### src/rtl/error_aggregator_pkg.sv
// Register map, field layout and reset values of the error aggregator
package error_aggregator_pkg;
  // Printed offsets are word indices; byte address is four times the index
  localparam logic [15:0] CLEAR_IDX    = 16'hf421;
  localparam logic [15:0] PARITY_IDX   = 16'hf422;
  localparam logic [15:0] SOFTWARE_IDX = 16'hf423;
  localparam logic [15:0] WATCHDOG_IDX = 16'hf424;
  localparam logic [15:0] STACK_IDX    = 16'hf425;
  localparam logic [15:0] LOOP_IDX     = 16'hf426;
  localparam logic [15:0] FLAG_IDX     = 16'hf427;
  localparam logic [15:0] CODE_IDX     = 16'hf428;
  localparam logic [15:0] IRQ_STAT_IDX = 16'hf480;
  localparam logic [15:0] IRQ_MASK_IDX = 16'hf481;
  localparam int          ADDR_LSB     = 2;
  localparam int          IDX_W        = 16;
  // Field layout
  localparam int          PARITY_W     = 12;
  localparam int          DRAM_B_LSB   = 8;
  localparam int          DRAM_A_LSB   = 4;
  localparam int          PRAM_LSB     = 2;
  localparam int          RATE_LSB     = 0;
  localparam int          SRC_W        = 16;
  localparam int          WATCHDOG_BIT = 12;
  localparam int          STACK_BIT    = 13;
  localparam int          LOOP_BIT     = 14;
  localparam int          SOFTWARE_BIT = 15;
  // Reset values
  localparam logic [PARITY_W-1:0] PARITY_RST = 12'h003;
  localparam logic [15:0]         ZERO16     = 16'h0000;
endpackage

### src/rtl/panic_error_aggregator.sv
// Error mask, sticky master flag, first-error code and APB slave
//
// Design decision made here: the APB slave port.
`timescale 1ns/1ps
module panic_error_aggregator
(
  input  wire logic        clk,
  input  wire logic        rstn,
  input  wire logic        clkEn,
  input  wire logic [31:0] paddr,
  input  wire logic        psel,
  input  wire logic        penable,
  input  wire logic        pwrite,
  input  wire logic [31:0] pwdata,
  input  wire logic [3:0]  pstrb,
  output logic      [31:0] prdata,
  output logic             pready,
  output logic             pslverr,
  input  wire logic [11:0] parityErr,
  input  wire logic        softwareErr,
  input  wire logic        watchdogErr,
  input  wire logic        stackErr,
  input  wire logic        loopErr,
  output logic             errorFlag,
  output logic             irq
);
  localparam int PW = error_aggregator_pkg::PARITY_W;
  localparam int SW = error_aggregator_pkg::SRC_W;

  logic [PW-1:0] parityMask_ff;
  logic          softwareMask_ff;
  logic          watchdogMask_ff;
  logic          stackMask_ff;
  logic          loopMask_ff;
  logic          clearBit_ff;
  logic          flag_ff;
  logic [SW-1:0] code_ff;
  logic          irqStat_ff;
  logic          irqMask_ff;
  logic [SW-1:0] errSync1_ff;
  logic [SW-1:0] errSync2_ff;
  logic [SW-1:0] rawErr;
  logic [SW-1:0] srcMask;
  logic [SW-1:0] unmasked;
  logic          anyErr;
  logic [15:0]   idx;
  logic          access;
  logic          wrAcc;
  logic          clearRise;
  logic          mapped;
  logic [31:0]   nxt_prdata;

  // Lane 0 carries bit 0 of every control register
  function automatic logic [15:0] merge16(input logic [15:0] old, input logic [31:0] wd,
                                          input logic [3:0] strb);
    merge16 = {strb[1] ? wd[15:8] : old[15:8], strb[0] ? wd[7:0] : old[7:0]};
  endfunction

  assign idx    = paddr[error_aggregator_pkg::ADDR_LSB +: error_aggregator_pkg::IDX_W];
  assign access = psel && penable && !pready;
  // Writes land only at the edge where the master sees pready high
  assign wrAcc  = psel && penable && pready && pwrite;

  // Error sources come from other logic, so two flops before use
  assign rawErr = {softwareErr, loopErr, stackErr, watchdogErr, parityErr};
  always_ff @(posedge clk or negedge rstn)
  begin
    if (!rstn)
    begin
      errSync1_ff <= error_aggregator_pkg::ZERO16;
      errSync2_ff <= error_aggregator_pkg::ZERO16;
    end
    else if (clkEn)
    begin
      errSync1_ff <= rawErr;
      errSync2_ff <= errSync1_ff;
    end
  end

  // Mask bit of one means suppressed
  always_comb
  begin
    srcMask = error_aggregator_pkg::ZERO16;
    srcMask[PW-1:0] = parityMask_ff;
    srcMask[error_aggregator_pkg::SOFTWARE_BIT] = softwareMask_ff;
    srcMask[error_aggregator_pkg::WATCHDOG_BIT] = watchdogMask_ff;
    srcMask[error_aggregator_pkg::STACK_BIT]    = stackMask_ff;
    srcMask[error_aggregator_pkg::LOOP_BIT]     = loopMask_ff;
  end
  assign unmasked = errSync2_ff & ~srcMask;
  assign anyErr   = |unmasked;

  // Mask registers written over the bus
  always_ff @(posedge clk or negedge rstn)
  begin
    if (!rstn)
    begin
      parityMask_ff   <= error_aggregator_pkg::PARITY_RST;
      softwareMask_ff <= 1'b0;
      watchdogMask_ff <= 1'b0;
      stackMask_ff    <= 1'b0;
      loopMask_ff     <= 1'b0;
      irqMask_ff      <= 1'b0;
    end
    else if (clkEn && wrAcc)
    begin
      unique case (idx)
        error_aggregator_pkg::PARITY_IDX:
          parityMask_ff <= PW'(merge16({4'h0, parityMask_ff}, pwdata, pstrb));
        error_aggregator_pkg::SOFTWARE_IDX:
          if (pstrb[0]) softwareMask_ff <= pwdata[0];
        error_aggregator_pkg::WATCHDOG_IDX:
          if (pstrb[0]) watchdogMask_ff <= pwdata[0];
        error_aggregator_pkg::STACK_IDX:
          if (pstrb[0]) stackMask_ff <= pwdata[0];
        error_aggregator_pkg::LOOP_IDX:
          if (pstrb[0]) loopMask_ff <= pwdata[0];
        error_aggregator_pkg::IRQ_MASK_IDX:
          if (pstrb[0]) irqMask_ff <= pwdata[0];
        default:
          ;
      endcase
    end
  end

  // Clear register bit; only its rising edge does anything
  assign clearRise = wrAcc && pstrb[0] && (idx == error_aggregator_pkg::CLEAR_IDX)
                     && pwdata[0] && !clearBit_ff;
  always_ff @(posedge clk or negedge rstn)
  begin
    if (!rstn)
      clearBit_ff <= 1'b0;
    else if (clkEn && wrAcc && pstrb[0] && idx == error_aggregator_pkg::CLEAR_IDX)
      clearBit_ff <= pwdata[0];
  end

  // Sticky flag; a new error in the clearing cycle wins over the clear
  always_ff @(posedge clk or negedge rstn)
  begin
    if (!rstn)
      flag_ff <= 1'b0;
    else if (clkEn)
    begin
      if (anyErr)
        flag_ff <= 1'b1;
      else if (clearRise)
        flag_ff <= 1'b0;
    end
  end

  // First-error code frozen while the flag stands until a clear edge, which reloads it
  always_ff @(posedge clk or negedge rstn)
  begin
    if (!rstn)
      code_ff <= error_aggregator_pkg::ZERO16;
    else if (clkEn)
    begin
      if (anyErr && (!flag_ff || clearRise))
        code_ff <= unmasked;
      else if (clearRise)
        code_ff <= error_aggregator_pkg::ZERO16;
    end
  end

  // Interrupt status: set on each new flag event, write one to clear, set wins
  always_ff @(posedge clk or negedge rstn)
  begin
    if (!rstn)
      irqStat_ff <= 1'b0;
    else if (clkEn)
    begin
      if (anyErr && !flag_ff)
        irqStat_ff <= 1'b1;
      else if (wrAcc && pstrb[0] && idx == error_aggregator_pkg::IRQ_STAT_IDX && pwdata[0])
        irqStat_ff <= 1'b0;
    end
  end

  // Read mux; unmapped addresses answer with an error
  always_comb
  begin
    mapped     = 1'b1;
    nxt_prdata = 32'h0000_0000;
    unique case (idx)
      error_aggregator_pkg::CLEAR_IDX:    nxt_prdata[0] = clearBit_ff;
      error_aggregator_pkg::PARITY_IDX:   nxt_prdata[PW-1:0] = parityMask_ff;
      error_aggregator_pkg::SOFTWARE_IDX: nxt_prdata[0] = softwareMask_ff;
      error_aggregator_pkg::WATCHDOG_IDX: nxt_prdata[0] = watchdogMask_ff;
      error_aggregator_pkg::STACK_IDX:    nxt_prdata[0] = stackMask_ff;
      error_aggregator_pkg::LOOP_IDX:     nxt_prdata[0] = loopMask_ff;
      error_aggregator_pkg::FLAG_IDX:     nxt_prdata[0] = flag_ff;
      error_aggregator_pkg::CODE_IDX:     nxt_prdata[SW-1:0] = code_ff;
      error_aggregator_pkg::IRQ_STAT_IDX: nxt_prdata[0] = irqStat_ff;
      error_aggregator_pkg::IRQ_MASK_IDX: nxt_prdata[0] = irqMask_ff;
      default:                            mapped = 1'b0;
    endcase
  end

  // One wait state: pready rises in the second access cycle
  always_ff @(posedge clk or negedge rstn)
  begin
    if (!rstn)
    begin
      pready  <= 1'b0;
      pslverr <= 1'b0;
      prdata  <= 32'h0000_0000;
    end
    else if (clkEn)
    begin
      pready  <= access;
      pslverr <= access && !mapped;
      prdata  <= (access && !pwrite) ? nxt_prdata : 32'h0000_0000;
    end
  end

  // Outputs straight from flops
  always_ff @(posedge clk or negedge rstn)
  begin
    if (!rstn)
    begin
      errorFlag <= 1'b0;
      irq       <= 1'b0;
    end
    else if (clkEn)
    begin
      errorFlag <= flag_ff;
      irq       <= irqStat_ff && irqMask_ff;
    end
  end
endmodule

### config.mk
export PLATFORM = sky130hd
export DESIGN_NAME = panic_error_aggregator
export DESIGN_NICKNAME = d
export VERILOG_FILES = /design/src/rtl/error_aggregator_pkg.sv /design/src/rtl/panic_error_aggregator.sv
export SDC_FILE = /design/constraint.sdc
export NUM_CORES = 1
export LEC_CHECK = 0
export ABC_CLOCK_PERIOD_IN_PS = 3140
export BUFFER_PORTS_ARGS = -buffer_cell sky130_fd_sc_hd__clkbuf_2
export CORE_UTILIZATION = 41
export CTS_BUF_LIST = sky130_fd_sc_hd__clkbuf_4 sky130_fd_sc_hd__clkbuf_8
export DETAILED_ROUTE_END_ITERATION = 8
export GPL_ROUTABILITY_DRIVEN = 0
export PLACE_DENSITY = 0.66
export RECOVER_POWER = 50
export SLEW_MARGIN = 5
export SYNTH_ARGS = -nofsm -noshare
export SYNTH_HDL_FRONTEND = slang
export SYNTH_SLANG_ARGS = --single-unit
### constraint.sdc
create_clock -name clk -period 3.14 [get_ports clk]
set_clock_uncertainty 0.05 [all_clocks]
set_input_delay 0.628 -clock clk [delete_from_list [all_inputs] [get_ports clk]]
set_output_delay 0.628 -clock clk [all_outputs]
set_load 0.01 [all_outputs]
After elaboration in Yosys (flattened, before gate mapping)
Cells that the tools add are included.
{"block": "word_totals", "in_bits": 90, "register_bits": 104}
{"block": "op_classes", "n_mux": 11, "bitwise": 2, "n_reduce_logical": 39, "n_eq_ne": 10}
{"operator": "16-bit equality test, second input constant", "count": 10}
{"operator": "16-bit 2-to-1 mux", "count": 3}
{"operator": "11-bit one-hot mux with 2 select lines", "count": 1}
{"operator": "3-bit AND reduction", "count": 7}
{"operator": "1-bit logical AND", "count": 18}
{"operator": "16-bit AND", "count": 1}
{"operator": "16-bit inverter", "count": 1}
{"operator": "16-bit OR reduction", "count": 1}
{"operator": "1-bit one-hot mux with 10 select lines", "count": 1}
{"operator": "10-bit OR reduction", "count": 1}
{"operator": "2-bit AND reduction", "count": 3}
{"operator": "2-bit nonzero test", "count": 3}
{"operator": "1-bit logical NOT", "count": 5}
{"operator": "1-bit 2-to-1 mux", "count": 5}
{"operator": "4-bit 2-to-1 mux", "count": 1}
{"operator": "1-bit logical OR", "count": 1}

Logic depth before layout (Yosys ltp)
{"block": "logic_depth", "depth_word": 11, "depth_mapped": 8, "depth_no_buf": 6}

Worst setup path before layout
OpenSTA, ideal clock, no wires.
{"block": "synth_timing", "kind": "in2reg", "from": "in paddr[6]", "to": "reg code_ff[10]", "stages": 7, "path_buffers": 1, "t_arrival_ps": 2313, "setup_time_ps": 127, "slack_ps": 650, "path_cell_list": "or4_4 > nor4_4 > nand3b_2 > nand3b_4 > nand2_4 > buf_8 > mux2_1"}
{"block": "synth_between", "elab_chain_len": 8, "word_cells_on_any_way": 9}
{"element": "start: declaration", "line_no": "panic_error_aggregator.sv:10", "source": "input wire logic [31:0] paddr,"}
{"element": "16-bit equality test (*)", "line_no": "panic_error_aggregator.sv:127", "source": "assign clearRise = wrAcc && pstrb[0] && (idx == error_aggregator_pkg::CLEAR_IDX)"}
{"element": "1-bit logical AND (*)", "line_no": "panic_error_aggregator.sv:127"}
{"element": "1-bit logical AND (*) (2 in series)", "line_no": "panic_error_aggregator.sv:128", "source": "&& pwdata[0] && !clearBit_ff;"}
{"element": "1-bit logical OR", "line_no": "panic_error_aggregator.sv:158", "source": "if (anyErr && (!flag_ff || clearRise))"}
{"element": "1-bit logical AND", "line_no": "panic_error_aggregator.sv:158"}
{"element": "2-bit nonzero test (no source line)"}
{"element": "2-bit AND reduction (no source line)"}
{"element": "end signal: assignment", "line_no": "panic_error_aggregator.sv:155", "source": "code_ff <= error_aggregator_pkg::ZERO16;"}
{"element": "end signal: assignment", "line_no": "panic_error_aggregator.sv:159", "source": "code_ff <= unmasked;"}
{"element": "end signal: assignment", "line_no": "panic_error_aggregator.sv:161", "source": "code_ff <= error_aggregator_pkg::ZERO16;"}
{"element": "end: declaration", "line_no": "panic_error_aggregator.sv:37", "source": "logic [SW-1:0] code_ff;"}
Mark *: on every way between the ends. The rest lies on a longest branch, timed or not.
A chain may end at the register's enable or synchronous reset.

Worst setup path in the final report
{"block": "layout_timing", "from": "in clkEn", "to": "reg code_ff[10]"}
{"block": "layout_between", "elab_chain_len": 1}
{"element": "start: declaration", "line_no": "panic_error_aggregator.sv:9", "source": "input wire logic clkEn,"}
{"element": "2-bit AND reduction (no source line)"}
Every way passes these cells.

==> results.tsv <==
stage	metric	value	unit
clock_network	path_clk_slew	0.09	ns
grt	track_usage	0.172	
synthesis	syn_inst	358	
layout	drive_above_1_share	0.370	
synthesis	synth-xor-area-share	0	
synthesis	ys.flop_type	dfrtp_1	
grt	grt_overflow	0	
clock_network	htree_levels	3	
power	power_density	467	nW/µm²
route	drc	0	
sta	worst_pin_slew	1.27	ns
route	viasPerCell	4.87	
grt	grt_pass1_vias	2824	
grt	grt_first_pass_wirelength	13700	µm
floorplanning	die_y	103	µm
grt	antenna_found_initial	0	
floorplanning	rows	36	
place	io_buffers	71	
clock_network	cts_tree	done	
power	power_frac_comb	0.097	
synthesis	synth_area	4180	µm²
synthesis	synth-simple-area-share	0.176	
run_status	run_status	finished, final reports clean	
setup_path	crit_type	in -> reg	
sta	min_period	2.58	ns
grt	grt.met3_usage	0.0359	
clock_network	cts-root-buf	clkbuf_8	
route	first_pass_iters	4	
clock_network	cts_inserted_buffers	9	
route	drtAntennaViolNets	0	
floorplanning	pin_count	126	
layout	finalNetCount	520	
clock_network	cts_buffer_depth	2	
synthesis	synth_edf_count	0	
clock_network	cts_setup_buffers	0	
synthesis	synth.area.mux_share	0.188	
synthesis	seq_area_frac_synth	0.527	
place	post-place-ws	0.280	ns
sta	finalCritPeriodShare	0.820	
layout	n_antenna_cell	0	
layout	synthToLayoutAreaGrowth	14.2	%
power	swShare	0.243	
setup_path	cp-startpoint	clkEn	
sta	drv_slew	0	
setup_path	crit_required	3.32	ns
power	switchingPower	0.000542	W
sta	finalWorstSetupSlack	0.564	ns
layout	n_fill_cell	947	
setup_path	cp_common_cell	clkbuf_1	
synthesis	yosysWarnings	0	
setup_path	path_max_fanout	27	
clock_network	cts_hold_buffers	0	
run	maxCapViolCount	0	
setup_path	crit_arrival	2.75	ns
clock_network	worst_skew_pair.late_latency	0.35	ns
setup_path	reg2regPathDepth	6	
route	drtIter0Drc	96	
setup_path	critPathCapture	code_ff[10]$_DFFE_PN0P_	
sta	hold_viol_final	0	
synthesis	ys_ff_latch	88	
grt	grt_max_degree	47	
sta	rsz0062_at_grt	no	
floorplanning	initial_utilization	0.426	
clock_network	cts_resized	0	
synthesis	syn_avg_cell_area	11.7	µm²
sta	fmax	388	MHz
power	ir_drop	0.247	mV
grt	grtUsageMet2	0.269	
grt	top_usage_layer	met2	
route	wirelength	8430	µm
setup_path	crit_path_end_kind	flop	
synthesis	synth_fa_ha_area_frac	0	
power	seqPwrFrac	0.555	
clock_network	clock_sinks	88	
worst_hold_path	hp-class	in -> async	
route	num_vias	2765	
power	intPower	0.00169	W
setup_path	crit_slowest_cell	clkbuf_1	
grt	gr-usage-met1	0.238	
sta	slew-limit-headroom	0.153	
setup_path	r2r_setup_slack	0.92	ns
setup_path	max_stage_delay	0.95	ns
setup_path	crit_path_start_kind	input port	
sta	tns	0	ns
setup_path	worstPathCellList	clkbuf_1, clkbuf_1, o311ai_2, nand2_4, mux2_1	
sta	setup_viol	0	
floorplanning	die_w	103	µm
route	wl_per_cell	14.8	µm
synthesis	synth_top_family_by_area	multiplexers	
floorplanning	die-area	10600	µm²
setup_path	rr_startpoint	pready$_DFFE_PN0P_	
synthesis	synth-async-reset-ratio	1.00	
place	hpwl	5970	µm
setup_path	r2r-end	code_ff[10]$_DFFE_PN0P_	
synthesis	ys_types	48	
power	p_leak	2.35	nW
power	clockPowerShare	0.348	
synthesis	synth-compound-area-share	0.0499	
floorplanning	core	9820	µm²
## kinds of logic (layout without fill, tap and decap cells)
| kind of cell | Yosys count | after routing |
|---|---|---|
| simple gates | 125 | 125 |
| buf+inv | 40 | 102 |
| mux | 70 | 70 |
| flops | 88 | 88 |
| other cells | 1 | 16 |
| compound gates | 34 | 34 |
## state kept, by name (all words and copies together) (netlist names), 12 cells and up
register       flops
parityMask_ff     12
prdata            16
errSync1_ff       16
errSync2_ff       16
code_ff           16
## critical path: cells and delay by family
kind                   cells  cell delay, ns
buffers and inverters      2            1.09
muxes                      1            0.37
AOI/OAI and AO/OA          1            0.33
and+or+nand+nor            1            0.31
## power groups by stage
stage | sequential (W) | combinational, W | clock [W]
floorplan | 0.00125 | 0.000147 | 0
global placement | 0.00126 | 0.000214 | 0
detailed placement | 0.00126 | 0.000222 | 0
CTS | 0.00124 | 0.000223 | 0.000795
global route | 0.00125 | 0.000242 | 0.000844
finish | 0.00124 | 0.000217 | 0.000775
## routing by layer
layer / share of wire / vias up / wire, µm
li1: - / 1344 / -
met1: 0.48 / 1350 / 4060
met2: 0.47 / 61 / 3960
met3: 0.034 / 10 / 284
met4: 0.014 / 0 / 116
met5: 0 / - / 0
## cell usage after synthesis (2+ instances only)
master | n | area (µm²)
a21oi_1 | 12 | 60.1
and3_1 | 2 | 12.5
buf_2 | 2 | 10.0
buf_4 | 17 | 128
buf_6 | 2 | 22.5
clkbuf_1 | 8 | 30.0
dfrtp_1 | 86 | 2150
dfstp_2 | 2 | 52.6
inv_1 | 10 | 37.5
mux2_1 | 11 | 124
mux2_2 | 57 | 642
mux2i_1 | 2 | 20.0
nand2_1 | 36 | 135
nand2_4 | 2 | 22.5
nand2b_1 | 12 | 75.1
nand3_1 | 4 | 20.0
nand3b_1 | 2 | 15.0
nand4_1 | 7 | 43.8
nor2_1 | 17 | 63.8
nor2b_1 | 24 | 150
nor3_1 | 2 | 10.0
nor4bb_1 | 2 | 20.0
o21a_1 | 2 | 15.0
o21ai_0 | 9 | 45.0
o22ai_1 | 3 | 18.8
o31ai_1 | 2 | 15.0
or4_4 | 2 | 22.5
## through the flow
stage               instances  utilization  hold WS [ns]  power, W  cell area (µm²)
global placement          552        0.468         0.394   0.00147             4600
finish                    568        0.487         0.230   0.00223             4780
global route              568        0.487         0.251   0.00234             4780
CTS                       568        0.488         0.236   0.00226             4790
floorplan                 373            -         0.282   0.00139             4240
detailed placement        552        0.468         0.404   0.00148             4600
## cell usage in the layout, fill, tap and decap left out, types with 3 or more instances in the layout
cell type / count
nand2b_1: 12
o22ai_1: 3
buf_4: 3
a21oi_1: 12
dfrtp_1: 86
clkbuf_1: 4
inv_1: 10
o21ai_0: 9
mux2_1: 11
mux2_2: 57
nor2_1: 17
nand4_1: 7
clkbuf_8: 9
clkbuf_2: 69
nand3_1: 4
conb_1: 16
nand2_1: 36
nor2b_1: 24
## worst min path at each step
stage / cells past startpoint / end / start / slack (ns)
after CTS: 1 / errSync2_ff[9]$_DFFE_PN0P_ / rstn / 0.24
final: 1 / parityMask_ff[10]$_DFFE_PN0P_ / rstn / 0.23
after detailed placement: 2 / prdata[8]$_DFFE_PN0P_ / code_ff[8]$_DFFE_PN0P_ / 0.40
after floorplan: 0 / clearBit_ff$_DFFE_PN0P_ / rstn / 0.28
after global placement: 2 / prdata[8]$_DFFE_PN0P_ / code_ff[8]$_DFFE_PN0P_ / 0.39
after global routing: 1 / errSync2_ff[9]$_DFFE_PN0P_ / rstn / 0.25
## cell type report
class	instances	area (µm²)	share of cell area
Sequential cell	88	2200	0.461
Multi-Input combinational cell	245	1790	0.375
Timing Repair Buffer	76	383	0.0801
Tap cell	133	166	0.0348
Clock buffer	11	139	0.0291
Clock inverter	5	56.3	0.0118
Inverter	10	37.5	0.00785
No activity file was read; power rests on OpenSTA's default activity.
